==> config.mk <==
export PLATFORM = sky130hd
export DESIGN_NAME = mpo_top
export DESIGN_NICKNAME = d
export VERILOG_FILES = /design/src/inc/mpo_pkg.sv /design/src/logic/mpo_top.sv /design/src/logic/mpo_fm_gen.sv
export SDC_FILE = /design/constraint.sdc
export NUM_CORES = 1
export LEC_CHECK = 0
export CAP_MARGIN = 20
export CORE_MARGIN = 2
export CORE_UTILIZATION = 23
export CTS_BUF_LIST = sky130_fd_sc_hd__clkbuf_4 sky130_fd_sc_hd__clkbuf_8 sky130_fd_sc_hd__clkbuf_16
export DETAILED_ROUTE_END_ITERATION = 16
export DONT_BUFFER_PORTS = 1
export PLACE_DENSITY_LB_ADDON = 0.25
export SYNTH_ARGS = -nofsm -noshare
export SYNTH_HDL_FRONTEND = slang
export SYNTH_SLANG_ARGS = --single-unit
==> constraint.sdc <==
create_clock -name i_clk -period 17.6 [get_ports i_clk]
set_clock_uncertainty 0.15 [all_clocks]
set_input_delay 0.88 -clock i_clk [delete_from_list [all_inputs] [get_ports i_clk]]
set_output_delay 0.88 -clock i_clk [all_outputs]
set_load 0.005 [all_outputs]
==> src/inc/mpo_pkg.sv <==
// package: register map, codes and timing constants for the monitor pulse output
package mpo_pkg;
  // register byte offsets (aligned words on the axi4-lite slave)
  localparam logic [7:0] MPO_OFS_SRC     = 8'h00;
  localparam logic [7:0] MPO_OFS_GAIN    = 8'h04;
  localparam logic [7:0] MPO_OFS_STATUS  = 8'h08;
  // reset values
  localparam logic [7:0] MPO_SRC_RST     = 8'h00;
  localparam logic [7:0] MPO_GAIN_RST    = 8'h3c;
  // gain of 0x3c (60) is unity scale
  localparam logic [7:0] MPO_GAIN_UNITY  = 8'h3c;
  // status field positions
  localparam int MPO_ST_REJ_BIT  = 0;
  localparam int MPO_ST_FM_BIT   = 1;
  localparam int MPO_ST_TQV_BIT  = 2;
  localparam int MPO_ST_OUT_BIT  = 3;
  // axi responses
  localparam logic [1:0] MPO_RESP_OKAY   = 2'b00;
  localparam logic [1:0] MPO_RESP_SLVERR = 2'b10;
  // source selection codes
  typedef enum logic [2:0] {
    MPO_SRC_FREQ_PWM = 3'b000,
    MPO_SRC_CURRENT  = 3'b001,
    MPO_SRC_TORQUE   = 3'b010,
    MPO_SRC_FREQ_FM  = 3'b011,
    MPO_SRC_VOLTAGE  = 3'b100,
    MPO_SRC_POWER    = 3'b101,
    MPO_SRC_THERMAL  = 3'b110,
    MPO_SRC_RAMP     = 3'b111
  } mpo_src_e;
  // control modes; torque is meaningful only for the vector modes
  typedef enum logic [1:0] {
    MPO_CTL_VF       = 2'b00,
    MPO_CTL_SLV      = 2'b01,
    MPO_CTL_SLV_0HZ  = 2'b10,
    MPO_CTL_VECTOR   = 2'b11
  } mpo_ctl_e;
  // timing: pwm period and fm full-scale frequency
  localparam int MPO_CLK_HZ       = 200_000_000;
  localparam int MPO_PWM_PERIOD_US = 25; // short period keeps a meter reading within a few periods
  localparam int MPO_PWM_PERIOD_CYC = MPO_CLK_HZ / 1_000_000 * MPO_PWM_PERIOD_US;
  localparam int MPO_FM_MAX_HZ    = 4000;
  // fm phase accumulator: full-scale 16-bit input gives MPO_FM_MAX_HZ
  localparam int MPO_ACC_W        = 32;
  localparam longint MPO_FM_STEP_FS =
    (64'd1 << MPO_ACC_W) * MPO_FM_MAX_HZ / MPO_CLK_HZ;
endpackage : mpo_pkg

==> src/logic/mpo_top.sv <==
// top: monitor pulse output generator with axi4-lite register slave
// Notes on behaviour
// source code picks frequency, current, torque, fm, voltage, power, thermal, ramp; default 00
// torque selection meaningful only in sensorless, zero-hertz sensorless or vector control
// gain 0..255, default 60, writable during run in both modes
// source writes during run accepted only in extended mode, rejected otherwise
// all non-fm selections give a constant-period square wave
// pwm high width proportional to selected value
// code 03 switches output to frequency modulation
// fm frequency tracks output frequency with about 50 % duty
// fm frequency ten times output frequency, 4 kHz at full scale
// fm output produced digitally, without matching or gain
// pwm width scaled by gain, saturating at full-period high
`timescale 1ns/1ps
module mpo_top
  import mpo_pkg::*;
(
  // clock and reset
  input  wire logic        i_clk,
  input  wire logic        i_rst,
  // drive state
  input  wire logic        i_running,
  input  wire logic        i_extended_mode,
  input  wire logic [1:0]  i_ctl_mode,
  // monitored quantities, 16-bit full scale
  input  wire logic [15:0] i_freq,
  input  wire logic [15:0] i_current,
  input  wire logic [15:0] i_torque,
  input  wire logic [15:0] i_voltage,
  input  wire logic [15:0] i_power,
  input  wire logic [15:0] i_thermal,
  input  wire logic [15:0] i_ramp,
  // axi4-lite write address and data
  input  wire logic        s_axi_awvalid,
  output logic             s_axi_awready,
  input  wire logic [7:0]  s_axi_awaddr,
  input  wire logic        s_axi_wvalid,
  output logic             s_axi_wready,
  input  wire logic [31:0] s_axi_wdata,
  input  wire logic [3:0]  s_axi_wstrb,
  // axi4-lite write response
  output logic             s_axi_bvalid,
  input  wire logic        s_axi_bready,
  output logic [1:0]       s_axi_bresp,
  // axi4-lite read
  input  wire logic        s_axi_arvalid,
  output logic             s_axi_arready,
  input  wire logic [7:0]  s_axi_araddr,
  output logic             s_axi_rvalid,
  input  wire logic        s_axi_rready,
  output logic [31:0]      s_axi_rdata,
  output logic [1:0]       s_axi_rresp,
  // pulse output
  output logic             o_pulse
);
  localparam int CW = $clog2(MPO_PWM_PERIOD_CYC);
  localparam logic [CW-1:0] PER_LAST = CW'(MPO_PWM_PERIOD_CYC - 1);

  logic [7:0]    src_reg;
  logic [7:0]    gain_reg;
  logic          rej_reg;
  logic          aw_got_reg;
  logic          w_got_reg;
  logic [7:0]    awaddr_reg;
  logic [31:0]   wdata_reg;
  logic [3:0]    wstrb_reg;
  logic [CW-1:0] cnt_reg;
  logic [CW-1:0] thr_reg;
  logic [CW-1:0] thr_next;
  logic          pulse_reg;
  logic          fm_wave;
  logic          fm_mode;
  logic          torque_ok;
  logic [15:0]   sel_val;
  logic          wr_fire;
  logic          run_s1_reg;
  logic          run_s2_reg;
  logic          ext_s1_reg;
  logic          ext_s2_reg;
  logic [39:0]   scaled;

  // running and extended-mode pins come from another domain: two flops each; the control mode is used directly
  always_ff @(posedge i_clk)
  begin
    if (i_rst)
    begin
      run_s1_reg <= 1'b0;
      run_s2_reg <= 1'b0;
      ext_s1_reg <= 1'b0;
      ext_s2_reg <= 1'b0;
    end
    else
    begin
      run_s1_reg <= i_running;
      run_s2_reg <= run_s1_reg;
      ext_s1_reg <= i_extended_mode;
      ext_s2_reg <= ext_s1_reg;
    end
  end

  // write channel capture; address and data taken in either order
  always_ff @(posedge i_clk)
  begin
    if (i_rst)
    begin
      aw_got_reg <= 1'b0;
      w_got_reg  <= 1'b0;
      awaddr_reg <= 8'h00;
      wdata_reg  <= 32'h0000_0000;
      wstrb_reg  <= 4'h0;
    end
    else if (wr_fire)
    begin
      aw_got_reg <= 1'b0;
      w_got_reg  <= 1'b0;
    end
    else
    begin
      if (s_axi_awvalid && s_axi_awready)
      begin
        aw_got_reg <= 1'b1;
        awaddr_reg <= s_axi_awaddr;
      end
      if (s_axi_wvalid && s_axi_wready)
      begin
        w_got_reg <= 1'b1;
        wdata_reg <= s_axi_wdata;
        wstrb_reg <= s_axi_wstrb;
      end
    end
  end

  assign wr_fire       = aw_got_reg && w_got_reg && !s_axi_bvalid;

  // ready flags come from flops: they drop on the handshake and return only once the
  // response has been taken, so a second write can never overtake the pending one
  always_ff @(posedge i_clk)
  begin
    if (i_rst)
    begin
      s_axi_awready <= 1'b0;
      s_axi_wready  <= 1'b0;
    end
    else
    begin
      if (s_axi_awvalid && s_axi_awready)
        s_axi_awready <= 1'b0;
      else if (!aw_got_reg && !s_axi_bvalid)
        s_axi_awready <= 1'b1;
      if (s_axi_wvalid && s_axi_wready)
        s_axi_wready <= 1'b0;
      else if (!w_got_reg && !s_axi_bvalid)
        s_axi_wready <= 1'b1;
    end
  end

  // register writes and write response
  always_ff @(posedge i_clk)
  begin
    if (i_rst)
    begin
      src_reg      <= MPO_SRC_RST;
      gain_reg     <= MPO_GAIN_RST;
      rej_reg      <= 1'b0;
      s_axi_bvalid <= 1'b0;
      s_axi_bresp  <= MPO_RESP_OKAY;
    end
    else
    begin
      if (s_axi_bvalid && s_axi_bready)
        s_axi_bvalid <= 1'b0;
      if (wr_fire)
      begin
        s_axi_bvalid <= 1'b1;
        s_axi_bresp  <= MPO_RESP_OKAY;
        case (awaddr_reg)
          MPO_OFS_SRC:
          begin
            // locked while running unless extended mode is active
            if (run_s2_reg && !ext_s2_reg)
            begin
              rej_reg     <= 1'b1;
              s_axi_bresp <= MPO_RESP_SLVERR;
            end
            else if (wstrb_reg[0])
              src_reg <= {5'b00000, wdata_reg[2:0]};
          end
          MPO_OFS_GAIN:
            if (wstrb_reg[0])
              gain_reg <= wdata_reg[7:0];
          MPO_OFS_STATUS:
            // write one clears the sticky reject flag
            if (wstrb_reg[0] && wdata_reg[MPO_ST_REJ_BIT])
              rej_reg <= 1'b0;
          default:
            s_axi_bresp <= MPO_RESP_SLVERR;
        endcase
      end
    end
  end

  // read channel: one read at a time, answer one cycle after address
  always_ff @(posedge i_clk)
  begin
    if (i_rst)
    begin
      s_axi_rvalid <= 1'b0;
      s_axi_rdata  <= 32'h0000_0000;
      s_axi_rresp  <= MPO_RESP_OKAY;
    end
    else if (s_axi_rvalid)
    begin
      if (s_axi_rready)
        s_axi_rvalid <= 1'b0;
    end
    else if (s_axi_arvalid && s_axi_arready)
    begin
      s_axi_rvalid <= 1'b1;
      s_axi_rresp  <= MPO_RESP_OKAY;
      case (s_axi_araddr)
        MPO_OFS_SRC:    s_axi_rdata <= {24'h00_0000, src_reg};
        MPO_OFS_GAIN:   s_axi_rdata <= {24'h00_0000, gain_reg};
        MPO_OFS_STATUS: s_axi_rdata <= {28'h000_0000, pulse_reg, torque_ok, fm_mode, rej_reg};
        default:
        begin
          s_axi_rdata <= 32'h0000_0000;
          s_axi_rresp <= MPO_RESP_SLVERR;
        end
      endcase
    end
  end

  // read address ready from a flop; it returns one cycle after the read data are taken
  always_ff @(posedge i_clk)
  begin
    if (i_rst)
      s_axi_arready <= 1'b0;
    else if (s_axi_arvalid && s_axi_arready)
      s_axi_arready <= 1'b0;
    else if (!s_axi_rvalid)
      s_axi_arready <= 1'b1;
  end

  // torque has meaning only under the vector control modes
  assign torque_ok = (i_ctl_mode != MPO_CTL_VF);
  assign fm_mode   = (src_reg[2:0] == MPO_SRC_FREQ_FM);

  // source selection
  always_comb
  begin
    case (mpo_src_e'(src_reg[2:0]))
      MPO_SRC_FREQ_PWM: sel_val = i_freq;
      MPO_SRC_CURRENT:  sel_val = i_current;
      MPO_SRC_TORQUE:   sel_val = torque_ok ? i_torque : 16'h0000;
      MPO_SRC_VOLTAGE:  sel_val = i_voltage;
      MPO_SRC_POWER:    sel_val = i_power;
      MPO_SRC_THERMAL:  sel_val = i_thermal;
      MPO_SRC_RAMP:     sel_val = i_ramp;
      default:          sel_val = 16'h0000;
    endcase
  end

  // width = value * period * gain / (65536 * unity), saturated to full period
  assign scaled = 40'(({24'h00_0000, sel_val} * 40'(MPO_PWM_PERIOD_CYC) * {32'h0, gain_reg})
                  / (40'h00_0001_0000 * {32'h0, MPO_GAIN_UNITY}));
  assign thr_next = (scaled > 40'(MPO_PWM_PERIOD_CYC)) ? CW'(MPO_PWM_PERIOD_CYC)
                                                       : CW'(scaled);

  // fixed-period counter; threshold latched at period start to avoid glitches
  always_ff @(posedge i_clk)
  begin
    if (i_rst)
    begin
      cnt_reg <= '0;
      thr_reg <= '0;
    end
    else if (cnt_reg == PER_LAST)
    begin
      cnt_reg <= '0;
      thr_reg <= thr_next;
    end
    else
      cnt_reg <= cnt_reg + CW'(1);
  end

  mpo_fm_gen u_fm
  (
    .i_clk  (i_clk),
    .i_rst  (i_rst),
    .i_run  (fm_mode),
    .i_freq (i_freq),
    .o_wave (fm_wave)
  );

  // output mux, registered
  always_ff @(posedge i_clk)
  begin
    if (i_rst)
      pulse_reg <= 1'b0;
    else if (fm_mode)
      pulse_reg <= fm_wave;
    else
      pulse_reg <= (cnt_reg < thr_reg);
  end

  assign o_pulse = pulse_reg;

  chk_src_locked: assert property (@(posedge i_clk) disable iff (i_rst)
    (wr_fire && awaddr_reg == MPO_OFS_SRC && run_s2_reg && !ext_s2_reg)
    |=> $stable(src_reg) && rej_reg)
    else $error("source changed while locked");
  chk_gain_run: assert property (@(posedge i_clk) disable iff (i_rst)
    (wr_fire && awaddr_reg == MPO_OFS_GAIN && wstrb_reg[0]) |=> gain_reg == $past(wdata_reg[7:0]))
    else $error("gain write lost");
  chk_period_wrap: assert property (@(posedge i_clk) disable iff (i_rst)
    cnt_reg == PER_LAST |=> cnt_reg == '0)
    else $error("pwm period wrong");
  chk_pwm_sat: assert property (@(posedge i_clk) disable iff (i_rst)
    thr_reg <= CW'(MPO_PWM_PERIOD_CYC))
    else $error("threshold above period");
  chk_pwm_out: assert property (@(posedge i_clk) disable iff (i_rst)
    (!fm_mode && cnt_reg == '0 && thr_reg != '0) |=> pulse_reg)
    else $error("pwm not high at period start");
  chk_fm_follow: assert property (@(posedge i_clk) disable iff (i_rst)
    fm_mode |=> pulse_reg == $past(fm_wave))
    else $error("fm wave not routed");
  chk_torque_gate: assert property (@(posedge i_clk) disable iff (i_rst)
    (src_reg[2:0] == MPO_SRC_TORQUE && !torque_ok) |-> sel_val == 16'h0000)
    else $error("torque passed outside vector modes");
  chk_wr_resp: assert property (@(posedge i_clk) disable iff (i_rst)
    wr_fire |=> s_axi_bvalid)
    else $error("no write response");
  cov_fm: cover property (@(posedge i_clk) disable iff (i_rst) fm_mode && $rose(pulse_reg));
  cov_rej: cover property (@(posedge i_clk) disable iff (i_rst) $rose(rej_reg));
  cov_full: cover property (@(posedge i_clk) disable iff (i_rst) thr_reg == CW'(MPO_PWM_PERIOD_CYC));
endmodule // mpo_top

==> src/logic/mpo_fm_gen.sv <==
// fm generator: square wave whose frequency tracks the output frequency
`timescale 1ns/1ps
module mpo_fm_gen
  import mpo_pkg::*;
(
  // clock and reset
  input  wire logic        i_clk,
  input  wire logic        i_rst,
  // control
  input  wire logic        i_run,
  input  wire logic [15:0] i_freq,
  // output
  output logic             o_wave
);
  logic [MPO_ACC_W-1:0] acc_reg;
  logic [MPO_ACC_W-1:0] step;

  // step scales the frequency word; no gain or matching is applied here
  assign step = MPO_ACC_W'((longint'(i_freq) * MPO_FM_STEP_FS) >> 16);

  // phase accumulator; msb gives a square wave of about 50 % duty
  always_ff @(posedge i_clk)
  begin
    if (i_rst || !i_run)
      acc_reg <= '0;
    else
      acc_reg <= acc_reg + step;
  end

  assign o_wave = acc_reg[MPO_ACC_W-1];
endmodule // mpo_fm_gen

=== After elaboration in Yosys (flattened, before gate mapping) ===
Index checks and enable logic that the tools add are counted.

* Memory bits (writable): 0
* Flip-flop bits (word level): 135
* Word-level logic and storage cells: 100
* Bits in latches: 0
* Output and inout port bits: 42
* Memories: 0
* ROM bits: 0

* Equality and inequality tests: 14
* Reductions and logical operators: 35
* Multiplexer cells: 16
* $lt $le $gt $ge: 2
* Add/subtract/negate cells: 2
* Divide/modulo/power cells: 1
* Multipliers: 3
* Bitwise logic cells: 3
* Shift operators: 0

{| class="wikitable"
|+ Operators with widths
! cell !! count
|-
| 16-bit one-hot mux with 7 select lines || 1
|-
| 37-bit by 22-bit divider with 40-bit output, second input constant || 1
|-
| 40-bit by 13-bit greater-than comparator with 1-bit output, second input constant || 1
|-
| 26-bit by 8-bit multiplier with 34-bit output || 1
|-
| 16-bit by 17-bit multiplier with 33-bit output, second input constant || 1
|-
| 32-bit adder || 1
|-
| 16-bit by 10-bit multiplier with 26-bit output, second input constant || 1
|-
| 8-bit one-hot mux with 3 select lines || 1
|-
| 8-bit by 3-bit equality test with 1-bit output, second input constant || 2
|-
| 8-bit by 4-bit equality test with 1-bit output, second input constant || 2
|-
| 8-bit zero test || 2
|-
| 16-bit 2-to-1 mux || 1
|-
| 13-bit by 1-bit adder with 13-bit output, second input constant || 1
|-
| 13-bit equality test, second input constant || 1
|-
| 13-bit less-than comparator || 1
|-
| 13-bit 2-to-1 mux || 1
|-
| 3-bit equality test, second input constant || 4
|-
| 2-bit OR reduction || 6
|-
| 1-bit logical AND || 10
|-
| 1-bit 2-to-1 mux || 8
|-
| 4-bit AND reduction || 2
|-
| 3-bit by 2-bit equality test with 1-bit output, second input constant || 2
|-
| 2-bit AND reduction || 3
|-
| 2-bit nonzero test || 3
|-
| 11 further kinds || 19
|}

=== Logic depth before layout (Yosys ltp) ===
* Depth in word-level cells: 8
* Mapped depth: 76
* Mapped depth without buffers: 69

=== Modules after synthesis ===
A second synthesis with hierarchy kept.

* Cell total of the unflattened synthesis: 2644
* Area, all modules: 22529.1 µm²

{| class="wikitable"
|+ Modules (own cells, without submodules)
! module !! cells an instance !! seq. area each (µm²) !! instances !! area each (µm²)
|-
| mpo_top || 1920 || 1541.5 || 1 || 15760.1
|-
| mpo_fm_gen || 724 || 640.6 || 1 || 6769.0
|}

=== Least setup slack after synthesis ===
OpenSTA, ideal clock, no wires.

* Path kind: in2reg
* From: input i_ctl_mode[1]
* To: register thr_reg[12]
* Cell stages on the path: 68
* Path buffers: 4
* Slack: 1.122 ns
* Arrival time: 16.191 ns
* Library setup time: 0.138 ns
* Required time: 17.312 ns
* Path through: nor2_1 nor4b_1 clkbuf_1 a21oi_1 and2_1 fa_1 inv_1 ha_1 inv_1 fa_1 inv_1 ha_1 fa_1 ha_1 o21ai_0 nand2b_1 a21oi_1 o21bai_1 [... 32 more ...] o311ai_1 mux2_2 nor4_4 o21ai_2 a2111oi_4 xnor2_2 mux2_4 o221a_4 and2_4 or3_1 buf_2 a21o_1 a211o_1 a211o_1 nand4_1 o2111ai_1 o31ai_2 o211ai_1

* Longest elaborated chain between the ends: 8

{| class="wikitable"
|+ Ends and longest elaborated chain
! item !! line !! source
|-
| from (decl) || mpo_top.sv:24 || <nowiki>input wire logic [1:0] i_ctl_mode,</nowiki>
|-
| 2-bit nonzero test (*) || mpo_top.sv:245 || <nowiki>assign torque_ok = (i_ctl_mode != MPO_CTL_VF);</nowiki>
|-
| 16-bit 2-to-1 mux (*) || mpo_top.sv:254 || <nowiki>MPO_SRC_TORQUE: sel_val = torque_ok ? i_torque : 16'h0000;</nowiki>
|-
| 16-bit one-hot mux with 7 select lines (*) || mpo_top.sv:251 || <nowiki>case (mpo_src_e'(src_reg[2:0]))</nowiki>
|-
| 16-bit by 10-bit multiplier with 26-bit output (*) || mpo_top.sv:264 || <nowiki>assign scaled = 40'(({24'h00_0000, sel_val} * 40'(MPO_PWM_PERIOD_CYC) * {32'h0, gain_reg})</nowiki>
|-
| 26-bit by 8-bit multiplier with 34-bit output (*) || mpo_top.sv:264 ||
|-
| 37-bit by 22-bit divider with 40-bit output (*) || mpo_top.sv:265 || <nowiki>/ (40'h00_0001_0000 * {32'h0, MPO_GAIN_UNITY}));</nowiki>
|-
| 40-bit by 13-bit greater-than comparator with 1-bit output || mpo_top.sv:266 || <nowiki>assign thr_next = (scaled > 40'(MPO_PWM_PERIOD_CYC)) ? CW'(MPO_PWM_PERIOD_CYC)</nowiki>
|-
| 13-bit 2-to-1 mux (*) || mpo_top.sv:266 ||
|-
| to (signal assigned) || mpo_top.sv:280 || <nowiki>thr_reg <= thr_next;</nowiki>
|-
| to (decl) || mpo_top.sv:68 || <nowiki>logic [CW-1:0] thr_reg;</nowiki>
|}

Every way passes the cells marked *; elsewhere a longest branch is shown, timed or not.
A chain may end at the register's enable or synchronous reset.

=== Worst setup path after layout ===
* From: input i_ctl_mode[1]
* To: register thr_reg[9]

The elaborated chain is that of the path after synthesis.

==> results_dict.tcl <==
set metrics [dict create \
    drt-pass1-iter-count 5 \
    hold_path.class "reg -> reg" \
    grt_use_met3 0.01240 \
    whs_path_depth 1 \
    fmax_mhz 60.63 \
    multi_input_area_um2 17740 \
    dieWidth_um 310.3 \
    io_buffers 0 \
    dpl.hpwl_um 46920 \
    worst_ep_arrival_time_ns 16.59 \
    die_area_um2 96260 \
    synth_cells 2510 \
    met1_usage 0.1696 \
    areaGrowthSynthToFinish_pct 10.36 \
    synth.most_common_cell "inv_1" \
    utilization 0.2555 \
    grt_max_degree 62 \
    path_delay_family "compound AO/OA/AOI/OAI gates" \
    hold_start "run_s1_reg$_SDFF_PP0_" \
    path_clk_slew_ns 0.09 \
    start_kind "primary input" \
    drv_slew 0 \
    synth-edff-count 0 \
    synthArstFlopShare 0 \
    reg2reg_to "thr_reg[9]$_SDFFE_PP0P_" \
    worstSetupPathType "in -> reg" \
    fin_crit_sh 0.9371 \
    reg2reg_from "src_reg[2]$_SDFFE_PP0P_" \
    ff2ff_path_depth 68 \
    ys.flop_type "dfxtp_1" \
    drive_gt1_frac 0.06738 \
    grt_pass1_wl_um 93890 \
    fillers 10240 \
    ys_ff_latch 109 \
    path_buf_inv 7 \
    critPathRequiredTime_ns 17.70 \
    min_period_ns 16.49 \
    io_pins 217 \
    synth_area_leader_cell "fa_1" \
    start_util 0.2315 \
    ant_nets 0 \
    diodes 0 \
    grt_most_used_layer "met2" \
    track_usage 0.1217 \
    yosysWarnings 0 \
    clock_latency_ns 0.38 \
    seq_area_um2 2191 \
    cts_made_buffers 9 \
    finalSetupViolations 0 \
    viasPerCell 4.439 \
    syn_avg_cell_area_um2 8.594 \
    min_to "run_s2_reg$_SDFF_PP0_" \
    cts_tree "done" \
    ys_types 103 \
    antenna_found_initial 2 \
    rows 112 \
    end_kind "flip-flop" \
    clock_path_buffers 2 \
    wirelength_um 56660 \
    synth_area_leaders "fa_1 25%, ha_1 17%, dfxtp_1 10%, inv_1 6.8%, and2_1 4.5%" \
    cts_hold_buf 0 \
    place.gp.congestion 0.8048 \
    drc_errors 0 \
    relSlewSlack 0.2990 \
    netlist_top_cells_count "393 x inv_1, 294 x ha_1, 265 x fa_1, 215 x nor2_1, 155 x and2_1" \
    wl_per_cell_um 15.06 \
    largest_reg_flops 32 \
    ff2ff_setup_slack_ns 1.14 \
    report.final.hold_viol_count 0 \
    synth_area_um2 21570 \
    cts_root_buffer "clkbuf_16" \
    grt_pass1_vias 17400 \
    slowest_stage "fa_1" \
    htree_levels 3 \
    clock-sinks 109 \
    cap_violations 0 \
    status "complete, no violations" \
    worst_path_largest_cell_delay_ns 0.54 \
    overflow 0 \
    synth_largest_type_area_fraction 0.2459 \
    timing.hold.ws_ns 0.2930 \
    via_count 16700 \
    cp_max_fo 17 \
    fin_tns_setup_ns 0 \
    gr-usage-met2 0.2065 \
    final_net_count 3237 \
    yosysSeqAreaShare 0.1012 \
    drt-initial-drc-count 796 \
    core_area_um2 93190 \
    tightest_slew_ns 1.048 \
    fp.dieH_um 310.3 \
]
==> worst max-delay path by stage <==
stage | start | endpoint | slack, ns | cells past startpoint
after global routing | src_reg[2]$_SDFFE_PP0P_ | thr_reg[9]$_SDFFE_PP0P_ | -0.03 | 69
after floorplan | i_ctl_mode[1] | thr_reg[12]$_SDFFE_PP0P_ | 1.12 | 68
final | i_ctl_mode[1] | thr_reg[9]$_SDFFE_PP0P_ | 1.11 | 65
after global placement | i_ctl_mode[1] | thr_reg[12]$_SDFFE_PP0P_ | 0.26 | 66
after detailed placement | i_ctl_mode[1] | thr_reg[7]$_SDFFE_PP0P_ | 0.21 | 66
after CTS | src_reg[0]$_SDFFE_PP0P_ | thr_reg[9]$_SDFFE_PP0P_ | 0.41 | 66
==> metal layers <==
| metal | up-vias | part of all wire |
|---|---|---|
| met5 | - | 0.00023 |
| met4 | 2 | 0.0097 |
| met3 | 26 | 0.025 |
| met2 | 172 | 0.47 |
| met1 | 8204 | 0.50 |
| li1 | 8297 | - |
==> cell usage in the layout, fill, tap and decap left out, types with 9 or more instances in the layout <==
cell / Yosys / routed
conb_1: 1 / 26
a211o_1: 13 / 13
buf_4: 29 / 62
o211ai_1: 21 / 21
clkbuf_16: 0 / 9
nand4_1: 12 / 12
nor3_1: 39 / 36
a211oi_1: 18 / 14
xnor2_1: 57 / 55
ha_1: 294 / 294
a31oi_1: 11 / 11
nand2_1: 140 / 140
o21bai_1: 31 / 31
o21ai_0: 60 / 58
nand2b_1: 23 / 23
fa_1: 265 / 265
and2_1: 155 / 153
and3_1: 18 / 18
dfxtp_1: 109 / 106
or3_1: 13 / 12
xor2_1: 36 / 36
a22oi_1: 10 / 10
inv_1: 393 / 393
o21ai_1: 12 / 13
a21oi_1: 125 / 119
mux2i_1: 70 / 67
o21a_1: 29 / 29
a21o_1: 22 / 22
nor2b_1: 19 / 19
nand3_1: 47 / 47
nor2_1: 215 / 214
==> cell families after synthesis <==
group / share of synthesized area
buffers and inverters: 0.09425
DFF: 0.1012
AOI/OAI and AO/OA: 0.1449
and+or+nand+nor: 0.1670
xor gates and xnor gates: 0.03851
other: 0.0001738
muxes: 0.03712
adders and majority gates: 0.4169
==> per-stage QoR <==
stage,instance area [um2],std cells,worst slack (ns)
after floorplan,21670,2535,1.122
after global placement,23160,3736,0.2602
after detailed placement,23160,3736,0.2054
after CTS,23460,3752,0.4150
after global routing,23810,3762,-0.02943
final,23810,3762,1.108
==> timing repair <==
item	in CTS	in global routing
setup endpoints to repair	0	13
gates resized for setup	0	53
setup buffers	0	8
==> final cells by class <==
type                       count  share of cell area
inverter                     393             0.06196
tap                         1254             0.06590
sequential                   109             0.09202
timing repair buffer          66             0.02239
multi-input combinational   1924              0.7450
clock inverter                 7            0.003258
clock buffer                   9            0.009460
Power is left out: the tool's default activity adds up to more than one toggle a clock period on the data nets, which glitch-free logic cannot reach.
